**src/design/irq_bank_regs.svh**
```systemverilog
// Register offsets, bit positions, masks and reset values of the bank
`ifndef IRQ_BANK_REGS_SVH
`define IRQ_BANK_REGS_SVH

// ==========================================
// Register offsets
`define OFS_SCAN_EN     2'h0
`define OFS_MEAS_EN     2'h1
`define OFS_CORE_FLAGS  2'h2
`define OFS_CLOCK_FLAGS 2'h3

// ==========================================
// First enable register bits
`define BIT_SCANNER_EN  7
`define BIT_CHECKSUM_EN 6
`define BIT_NVM_EN      5
`define BIT_OSC_ACC_EN  4
`define BIT_WG3_EN      2
`define BIT_WG2_EN      1
`define BIT_WG1_EN      0

// ==========================================
// Second enable register bits
`define BIT_M2_PW_EN    5
`define BIT_M2_PER_EN   4
`define BIT_M2_OVF_EN   3
`define BIT_M1_PW_EN    2
`define BIT_M1_PER_EN   1
`define BIT_M1_OVF_EN   0

// ==========================================
// Flag register bits
`define BIT_TMR0_FLAG   5
`define BIT_PINCHG_FLAG 4
`define BIT_EXTPIN_FLAG 0
`define BIT_OSCFAIL_FLG 7
`define BIT_CLKSW_FLAG  6
`define BIT_ADCTHR_FLAG 1
`define BIT_ADCDONE_FLG 0

// ==========================================
// Stored-bit masks and reset values
`define MASK_SCAN_EN    8'hF7
`define MASK_MEAS_EN    8'h3F
`define MASK_CORE_WR    8'h21
`define MASK_CLOCK_WR   8'hC3
`define RST_BANK        8'h00

`endif

```
**src/design/irq_bank_pkg.sv**
```systemverilog
// Types shared by the peripheral interrupt enable and flag bank
package irq_bank_pkg;

  // Register selected by a bus address
  typedef enum logic [2:0] {
    SEL_SCAN_EN     = 3'b000,
    SEL_MEAS_EN     = 3'b001,
    SEL_CORE_FLAGS  = 3'b010,
    SEL_CLOCK_FLAGS = 3'b011,
    SEL_NONE        = 3'b100
  } reg_sel_t;

  // Register byte
  typedef logic [7:0] reg_byte_t;

endpackage

```
**src/design/peripheral_irq_enable_flag_bank.sv**
```systemverilog
// Peripheral interrupt enable and flag register bank
//
// The address map and the plain strobed port are this design's own decisions.
`timescale 1ns/1ps
`default_nettype none
`include "irq_bank_regs.svh"

module peripheral_irq_enable_flag_bank #(
  parameter int PORT_FLAG_W = 40
) (
  input  wire logic                   sys_clk_i,
  input  wire logic                   srst_i,
  // Register port
  input  wire logic [1:0]             reg_addr_i,
  input  wire logic [7:0]             reg_wdata_i,
  input  wire logic                   reg_wr_i,
  input  wire logic                   reg_rd_i,
  output logic      [7:0]             reg_rdata_o,
  // Hardware event pulses
  input  wire logic                   tmr0_ovf_i,
  input  wire logic                   ext_pin_evt_i,
  input  wire logic                   osc_fail_i,
  input  wire logic                   clk_switch_done_i,
  input  wire logic                   adc_threshold_i,
  input  wire logic                   adc_done_i,
  // Lower-level port change flags
  input  wire logic [PORT_FLAG_W-1:0] port_change_flags_i,
  // Enables of the flags held here
  input  wire logic [7:0]             core_flag_en_i,
  input  wire logic [7:0]             clock_flag_en_i,
  // Pending flags of the enables held here
  input  wire logic [7:0]             scan_group_flags_i,
  input  wire logic [7:0]             meas_group_flags_i,
  // Gates from the control register
  input  wire logic                   peripheral_irq_gate_i,
  input  wire logic                   global_irq_gate_i,
  // Enable and flag outputs
  output logic      [7:0]             scan_en_o,
  output logic      [7:0]             meas_en_o,
  output logic      [7:0]             core_flags_o,
  output logic      [7:0]             clock_flags_o,
  output logic                        irq_o
);

  // ==========================================
  // Address decode

  // Shared by the write and read paths
  function automatic irq_bank_pkg::reg_sel_t decode_sel(
    input logic [1:0] addr
  );
    irq_bank_pkg::reg_sel_t sel;
    sel = irq_bank_pkg::SEL_NONE;
    unique case (addr)
      `OFS_SCAN_EN:     sel = irq_bank_pkg::SEL_SCAN_EN;
      `OFS_MEAS_EN:     sel = irq_bank_pkg::SEL_MEAS_EN;
      `OFS_CORE_FLAGS:  sel = irq_bank_pkg::SEL_CORE_FLAGS;
      `OFS_CLOCK_FLAGS: sel = irq_bank_pkg::SEL_CLOCK_FLAGS;
    endcase
    return sel;
  endfunction

  irq_bank_pkg::reg_sel_t wr_sel;
  irq_bank_pkg::reg_sel_t rd_sel;

  // Decoded selects
  assign wr_sel = decode_sel(reg_addr_i);
  assign rd_sel = decode_sel(reg_addr_i);

  logic wr_scan_en;
  logic wr_meas_en;
  logic wr_core;
  logic wr_clock;

  // Write strobes per register
  assign wr_scan_en = reg_wr_i && (wr_sel == irq_bank_pkg::SEL_SCAN_EN);
  assign wr_meas_en = reg_wr_i && (wr_sel == irq_bank_pkg::SEL_MEAS_EN);
  assign wr_core    = reg_wr_i && (wr_sel == irq_bank_pkg::SEL_CORE_FLAGS);
  assign wr_clock   = reg_wr_i && (wr_sel == irq_bank_pkg::SEL_CLOCK_FLAGS);

  // ==========================================
  // Enable registers

  irq_bank_pkg::reg_byte_t scan_en_r;
  irq_bank_pkg::reg_byte_t meas_en_r;

  logic scanner_irq_en;
  logic checksum_irq_en;
  logic nonvolatile_task_irq_en;
  logic osc_accum_rollover_irq_en;
  logic waveform_gen3_irq_en;
  logic waveform_gen2_irq_en;
  logic waveform_gen1_irq_en;

  // Named views of the first enable register
  assign scanner_irq_en            = scan_en_r[`BIT_SCANNER_EN];
  assign checksum_irq_en           = scan_en_r[`BIT_CHECKSUM_EN];
  assign nonvolatile_task_irq_en   = scan_en_r[`BIT_NVM_EN];
  assign osc_accum_rollover_irq_en = scan_en_r[`BIT_OSC_ACC_EN];
  assign waveform_gen3_irq_en      = scan_en_r[`BIT_WG3_EN];
  assign waveform_gen2_irq_en      = scan_en_r[`BIT_WG2_EN];
  assign waveform_gen1_irq_en      = scan_en_r[`BIT_WG1_EN];

  logic meas2_pulse_width_irq_en;
  logic meas2_period_irq_en;
  logic meas2_overflow_irq_en;
  logic meas1_pulse_width_irq_en;
  logic meas1_period_irq_en;
  logic meas1_overflow_irq_en;

  // Named views of the second enable register
  assign meas2_pulse_width_irq_en = meas_en_r[`BIT_M2_PW_EN];
  assign meas2_period_irq_en      = meas_en_r[`BIT_M2_PER_EN];
  assign meas2_overflow_irq_en    = meas_en_r[`BIT_M2_OVF_EN];
  assign meas1_pulse_width_irq_en = meas_en_r[`BIT_M1_PW_EN];
  assign meas1_period_irq_en      = meas_en_r[`BIT_M1_PER_EN];
  assign meas1_overflow_irq_en    = meas_en_r[`BIT_M1_OVF_EN];

  // First enable register, bit 3 never stores
  always_ff @(posedge sys_clk_i)
  begin
    if (srst_i)
    begin
      scan_en_r <= `RST_BANK;
    end
    else if (wr_scan_en)
    begin
      scan_en_r <= reg_wdata_i & `MASK_SCAN_EN;
    end
  end

  // Second enable register, bits 7..6 never store
  always_ff @(posedge sys_clk_i)
  begin
    if (srst_i)
    begin
      meas_en_r <= `RST_BANK;
    end
    else if (wr_meas_en)
    begin
      meas_en_r <= reg_wdata_i & `MASK_MEAS_EN;
    end
  end

  // ==========================================
  // Hardware events

  irq_bank_pkg::reg_byte_t core_evt;
  irq_bank_pkg::reg_byte_t clock_evt;

  // Events placed at their flag positions
  always_comb
  begin
    core_evt = `RST_BANK;
    core_evt[`BIT_TMR0_FLAG]   = tmr0_ovf_i;
    core_evt[`BIT_EXTPIN_FLAG] = ext_pin_evt_i;
  end

  // Events of the clock and converter flags
  always_comb
  begin
    clock_evt = `RST_BANK;
    clock_evt[`BIT_OSCFAIL_FLG] = osc_fail_i;
    clock_evt[`BIT_CLKSW_FLAG]  = clk_switch_done_i;
    clock_evt[`BIT_ADCTHR_FLAG] = adc_threshold_i;
    clock_evt[`BIT_ADCDONE_FLG] = adc_done_i;
  end

  // ==========================================
  // Sticky flags

  irq_bank_pkg::reg_byte_t core_flags_r;
  irq_bank_pkg::reg_byte_t core_flags_nxt;
  irq_bank_pkg::reg_byte_t clock_flags_r;
  irq_bank_pkg::reg_byte_t clock_flags_nxt;

  // Writable masks as typed constants, so single bits can be picked
  localparam irq_bank_pkg::reg_byte_t CORE_WR_MASK  = `MASK_CORE_WR;
  localparam irq_bank_pkg::reg_byte_t CLOCK_WR_MASK = `MASK_CLOCK_WR;

  // Per bit: a write stores, an event sets; set beats clear
  for (genvar i = 0; i < 8; i++)
  begin : g_flag
    always_comb
    begin
      core_flags_nxt[i] = core_flags_r[i];
      if (wr_core)
      begin
        core_flags_nxt[i] = reg_wdata_i[i];
      end
      core_flags_nxt[i] = (core_flags_nxt[i] | core_evt[i])
                          & CORE_WR_MASK[i];
    end

    always_comb
    begin
      clock_flags_nxt[i] = clock_flags_r[i];
      if (wr_clock)
      begin
        clock_flags_nxt[i] = reg_wdata_i[i];
      end
      clock_flags_nxt[i] = (clock_flags_nxt[i] | clock_evt[i])
                           & CLOCK_WR_MASK[i];
    end
  end

  // Timer zero and external pin flags
  always_ff @(posedge sys_clk_i)
  begin
    if (srst_i)
    begin
      core_flags_r <= `RST_BANK;
    end
    else
    begin
      core_flags_r <= core_flags_nxt;
    end
  end

  // Oscillator, clock switch and converter flags
  always_ff @(posedge sys_clk_i)
  begin
    if (srst_i)
    begin
      clock_flags_r <= `RST_BANK;
    end
    else
    begin
      clock_flags_r <= clock_flags_nxt;
    end
  end

  // ==========================================
  // Named views of the stored flags

  logic timer_zero_overflow_flag;
  logic external_pin_irq_flag;
  logic osc_failsafe_flag;
  logic clock_switch_done_flag;
  logic adc_threshold_flag;
  logic adc_complete_flag;

  // Stored bits by event; the summary bit is live and kept apart
  assign timer_zero_overflow_flag = core_flags_r[`BIT_TMR0_FLAG];
  assign external_pin_irq_flag    = core_flags_r[`BIT_EXTPIN_FLAG];
  assign osc_failsafe_flag        = clock_flags_r[`BIT_OSCFAIL_FLG];
  assign clock_switch_done_flag   = clock_flags_r[`BIT_CLKSW_FLAG];
  assign adc_threshold_flag       = clock_flags_r[`BIT_ADCTHR_FLAG];
  assign adc_complete_flag        = clock_flags_r[`BIT_ADCDONE_FLG];

  // ==========================================
  // Pin change summary

  logic pin_change_summary_flag;

  // Live OR; clears only when every port flag is cleared
  assign pin_change_summary_flag = |port_change_flags_i;

  irq_bank_pkg::reg_byte_t core_view;

  // Stored flags plus the read-only summary bit
  always_comb
  begin
    core_view = core_flags_r;
    core_view[`BIT_PINCHG_FLAG] = pin_change_summary_flag;
  end

  // ==========================================
  // Read path

  irq_bank_pkg::reg_byte_t rdata_nxt;
  irq_bank_pkg::reg_byte_t rdata_r;

  // Unmapped or unused bits read zero
  always_comb
  begin
    rdata_nxt = `RST_BANK;
    unique case (rd_sel)
      irq_bank_pkg::SEL_SCAN_EN:     rdata_nxt = scan_en_r;
      irq_bank_pkg::SEL_MEAS_EN:     rdata_nxt = meas_en_r;
      irq_bank_pkg::SEL_CORE_FLAGS:  rdata_nxt = core_view;
      irq_bank_pkg::SEL_CLOCK_FLAGS: rdata_nxt = clock_flags_r;
      irq_bank_pkg::SEL_NONE:        rdata_nxt = `RST_BANK;
    endcase
  end

  // Read data valid only in the cycle after the strobe
  always_ff @(posedge sys_clk_i)
  begin
    if (srst_i)
    begin
      rdata_r <= `RST_BANK;
    end
    else if (reg_rd_i)
    begin
      rdata_r <= rdata_nxt;
    end
    else
    begin
      rdata_r <= `RST_BANK;
    end
  end

  assign reg_rdata_o = rdata_r;

  // ==========================================
  // Request combine

  irq_bank_pkg::reg_byte_t pend_core;
  irq_bank_pkg::reg_byte_t pend_clock;
  irq_bank_pkg::reg_byte_t pend_scan;
  irq_bank_pkg::reg_byte_t pend_meas;

  // Flag and enable pairs from the named bits; holes stay zero
  // Enables only gate the request, never mask the flags themselves
  assign pend_core  = core_flag_en_i
                    & {2'b00, timer_zero_overflow_flag, pin_change_summary_flag,
                       3'b000, external_pin_irq_flag};
  assign pend_clock = clock_flag_en_i
                    & {osc_failsafe_flag, clock_switch_done_flag, 4'h0,
                       adc_threshold_flag, adc_complete_flag};
  assign pend_scan  = scan_group_flags_i
                    & {scanner_irq_en, checksum_irq_en, nonvolatile_task_irq_en,
                       osc_accum_rollover_irq_en, 1'b0, waveform_gen3_irq_en,
                       waveform_gen2_irq_en, waveform_gen1_irq_en};
  assign pend_meas  = meas_group_flags_i
                    & {2'b00, meas2_pulse_width_irq_en, meas2_period_irq_en,
                       meas2_overflow_irq_en, meas1_pulse_width_irq_en,
                       meas1_period_irq_en, meas1_overflow_irq_en};

  logic any_pend;
  logic irq_r;

  // Any enabled pending source
  assign any_pend = (|pend_core) | (|pend_clock)
                  | (|pend_scan) | (|pend_meas);

  // Registered request; one cycle of latency keeps the core glitch-free
  always_ff @(posedge sys_clk_i)
  begin
    if (srst_i)
    begin
      irq_r <= 1'b0;
    end
    else
    begin
      irq_r <= any_pend
             & peripheral_irq_gate_i
             & global_irq_gate_i;
    end
  end

  assign irq_o = irq_r;

  // ==========================================
  // Register outputs
  assign scan_en_o     = scan_en_r;
  assign meas_en_o     = meas_en_r;
  assign core_flags_o  = core_view;
  assign clock_flags_o = clock_flags_r;

endmodule

`default_nettype wire

```
**config.mk**
```make
export PLATFORM = sky130hd
export DESIGN_NAME = peripheral_irq_enable_flag_bank
export DESIGN_NICKNAME = d
export VERILOG_FILES = /design/src/design/irq_bank_pkg.sv /design/src/design/peripheral_irq_enable_flag_bank.sv
export VERILOG_INCLUDE_DIRS = /design/src /design/src/design
export SDC_FILE = /design/constraint.sdc
export NUM_CORES = 1
export LEC_CHECK = 0
export BUFFER_PORTS_ARGS = -buffer_cell sky130_fd_sc_hd__buf_2
export CORE_ASPECT_RATIO = 0.9
export CORE_MARGIN = 5
export CORE_UTILIZATION = 40
export CTS_BUF_LIST = sky130_fd_sc_hd__clkbuf_8
export DETAILED_ROUTE_END_ITERATION = 12
export PLACE_DENSITY = 0.88
export SLEW_MARGIN = 40
export SYNTH_ARGS = -nofsm -noshare
export SYNTH_HDL_FRONTEND = slang
export SYNTH_SLANG_ARGS = --single-unit
```
**constraint.sdc**
```tcl
create_clock -name sys_clk_i -period 2.4 [get_ports sys_clk_i]
set_input_delay 0.24 -clock sys_clk_i [delete_from_list [all_inputs] [get_ports sys_clk_i]]
set_output_delay 0.24 -clock sys_clk_i [all_outputs]
set_load 0.02 [all_outputs]
```
==> results.tsv <==
stage	metric	value	unit
final_layout	drive_above_1_share	0.4377	
logic_synthesis	syn_inst	160	
routing	viasPerCell	4.799	
cts	cts_max_path_buffers	2	
final_layout	seq_area	560.5	sq um
routing	m1WireLength	1755	um
floorplan	start_util	0.4108	
logic_synthesis	ys_warn_count	0	
cts	path_clk_slew	0.08	ns
routing	drt_iter0_drc	59	
floorplan	die_h	65.68	um
cts	cts_tree	built	
cts	cts_hold_buffers	0	
final_layout	area_growth	40.42	%
global_route	grt_pass1_wl	6403	um
placed_design	place_inst	306	
worst_setup_path	cp-end-kind	output port	
logic_synthesis	synth_flop_cell	dfxtp_1	
final_layout	fin_nets	361	
logic_synthesis	ys_async_sr_fraction	0	
routing	drc	0	
global_route	grt.overflow.total	0	
routing	vias	1483	
logic_synthesis	yosys.area.top_type	dfxtp_1	
logic_synthesis	yosysMostFrequentCell	dfxtp_1	
cts	clock_sinks	28	
final_layout	multiInputGateArea	700.7	sq um
worst_setup_path	start_kind	primary input	
floorplan	rows	20	
routing	route.top_layer_used	met4	
routing	drt_first_pass_iters	4	
floorplan	design.die.area	4719	sq um
final_layout	n_fill_cell	326	
sta	finalCriticalPeriod	1.529	ns
global_route	grt_use_total	0.1727	
worst_setup_path	critPathArrivalTime	1.29	ns
placed_design	portBuffers	110	
power	power.leakage	0.001038	uW
routing	wl_met2	2266	um
sta	slew_violations	0	
worst_setup_path	crit_type	primary input to output port	
logic_synthesis	ys_seq_area_frac	0.4069	
logic_synthesis	synth_top_area_frac	0.4069	
sta	fmax	654.2	MHz
run	maxCapViolCount	0	
floorplan	die_w	71.86	um
placed_design	place_hpwl	3614	um
logic_synthesis	ys_seq_elements	28	
global_route	antenna_found_initial	0	
routing	drt-wirelength-per-cell	14.18	um
routing	wl	4382	um
cts	worstSkewPairLatency	0.27	ns
cts	cts-root-buf	clkbuf_8	
cts	cts_buffers	3	
global_route	grt_max_degree	22	
final_layout	antenna_cells	0	
power	powerDensity	489.1	nW/um^2
sta	rsz0062_at_grt	no	
routing	antenna_left	0	
cts	cts_setup_buffers	0	
sta	setup_viol	0	
sta	finalClockSkew	0.002544	ns
logic_synthesis	synth_cell_types	29	
worst_setup_path	worstPathMaxFanout	3	
power	ir_worst_vdd	0.0004329	V
sta	fin_setup_tns	0	ns
worst_hold_path	min_path_type	primary input to flop	
floorplan	design.core.area	3353	sq um
logic_synthesis	syn_avg_cell_area	8.610	sq um
logic_synthesis	synth.area.top_cells	dfxtp_1 41%, mux2i_1 12%, buf_4 7.1%	
floorplan	num_io_pins	135	
global_route	grt_pass1_vias	1361	
logic_synthesis	synthTopCellsByCount	28 x dfxtp_1, 21 x nand2_1, 16 x a21oi_1, 16 x mux2i_1, 13 x buf_4	
logic_synthesis	syn_area	1378	sq um
placed_design	routabilityCongestion	0.7798	
final_layout	finalNonFillerCells	309	
cts	cts_resized	0	
sta	hold_viol_final	0	
routing	dr_wl_met3	306	um
worst_setup_path	worstPathRequired	2.16	ns
run_status	status	finished, final reports clean	
sta	timing.final.crit_share	0.6369	
cts	htreeDepth	1	
logic_synthesis	synth_edf_count	0	
==> cell type report <==
class,instances,area share
flip-flops and latches,28,0.2898
multi-input cells,117,0.3622
clock buffers,3,0.02135
well taps,44,0.02846
inverters,7,0.01358
repair buffers,110,0.2846
==> critical path, cell delays in order <==
cell and delay (ns):
buf_2 0.10, nor4_1 0.31, nand4_1 0.17, nor3_2 0.26, inv_1 0.06, buf_2 0.16
==> state kept, by name, indices dropped and copies added (netlist names) <==
| name | flops |
|---|---|
| clock_flags_o | 4 |
| meas_en_o | 6 |
| scan_en_o | 7 |
| core_flags_r | 2 |
| irq_o | 1 |
| reg_rdata_o | 8 |
==> worst paths after layout <==
kind / startpoint / end / slack (ns) / cells past startpoint
setup / recovery: port_change_flags_i[21] / core_flags_o[4] / 0.87 / 6
hold reg to reg: meas_en_o[3] / reg_rdata_o[3] / 0.47 / 2
hold / removal: clk_switch_done_i / clock_flags_o[6] / 0.19 / 3
setup reg to reg: clock_flags_o[0] / irq_o / 1.09 / 5
==> through the flow <==
step | power, uW | utilization | worst slack (ns) | area, sq um | hold slack, ns
final | 946.0 | 0.5769 | 0.8714 | 1934 | 0.1924
after global routing | 990.3 | 0.5769 | 0.7854 | 1934 | 0.1993
after CTS | 955.2 | 0.5769 | 0.8612 | 1934 | 0.1860
after floorplan | 627.5 | - | 1.136 | 1419 | 0.3605
after global placement | 709.7 | 0.5646 | 0.8850 | 1893 | 0.4581
after detailed placement | 714.2 | 0.5646 | 0.8612 | 1893 | 0.4598
==> where the power goes <==
part / switching, uW / total (uW) / internal (uW)
clock network: 131 / 243 / 113
registers: 17.0 / 500 / 483
logic: 111 / 203 / 91.8
==> kinds of logic after synthesis <==
family | share of synthesized area
AO/OA/AOI/OAI | 0.1281
buffers and inverters | 0.1144
flip-flops | 0.4069
multiplexers | 0.1326
other | 0.002722
AND/OR/NAND/NOR | 0.2153
==> routing by layer <==
metal,GRT usage,vias to the layer above
met5,0,-
met4,0.05634,0
met3,0.03823,4
met2,0.2878,51
met1,0.2201,672
li1,-,756
==> cells in the final DEF (no fill, tap or decap), types with 3 or more instances in the layout <==
cell	Yosys	routed
buf_2	3	110
nor4_1	10	10
mux2i_1	16	16
a22oi_1	4	4
nand3_1	4	4
conb_1	1	12
clkbuf_8	0	3
inv_1	7	7
nor2_1	12	12
a21oi_1	16	16
nand2_1	21	21
nand4_1	3	3
dfxtp_1	28	28
Power figures use the tool's default switching activity.
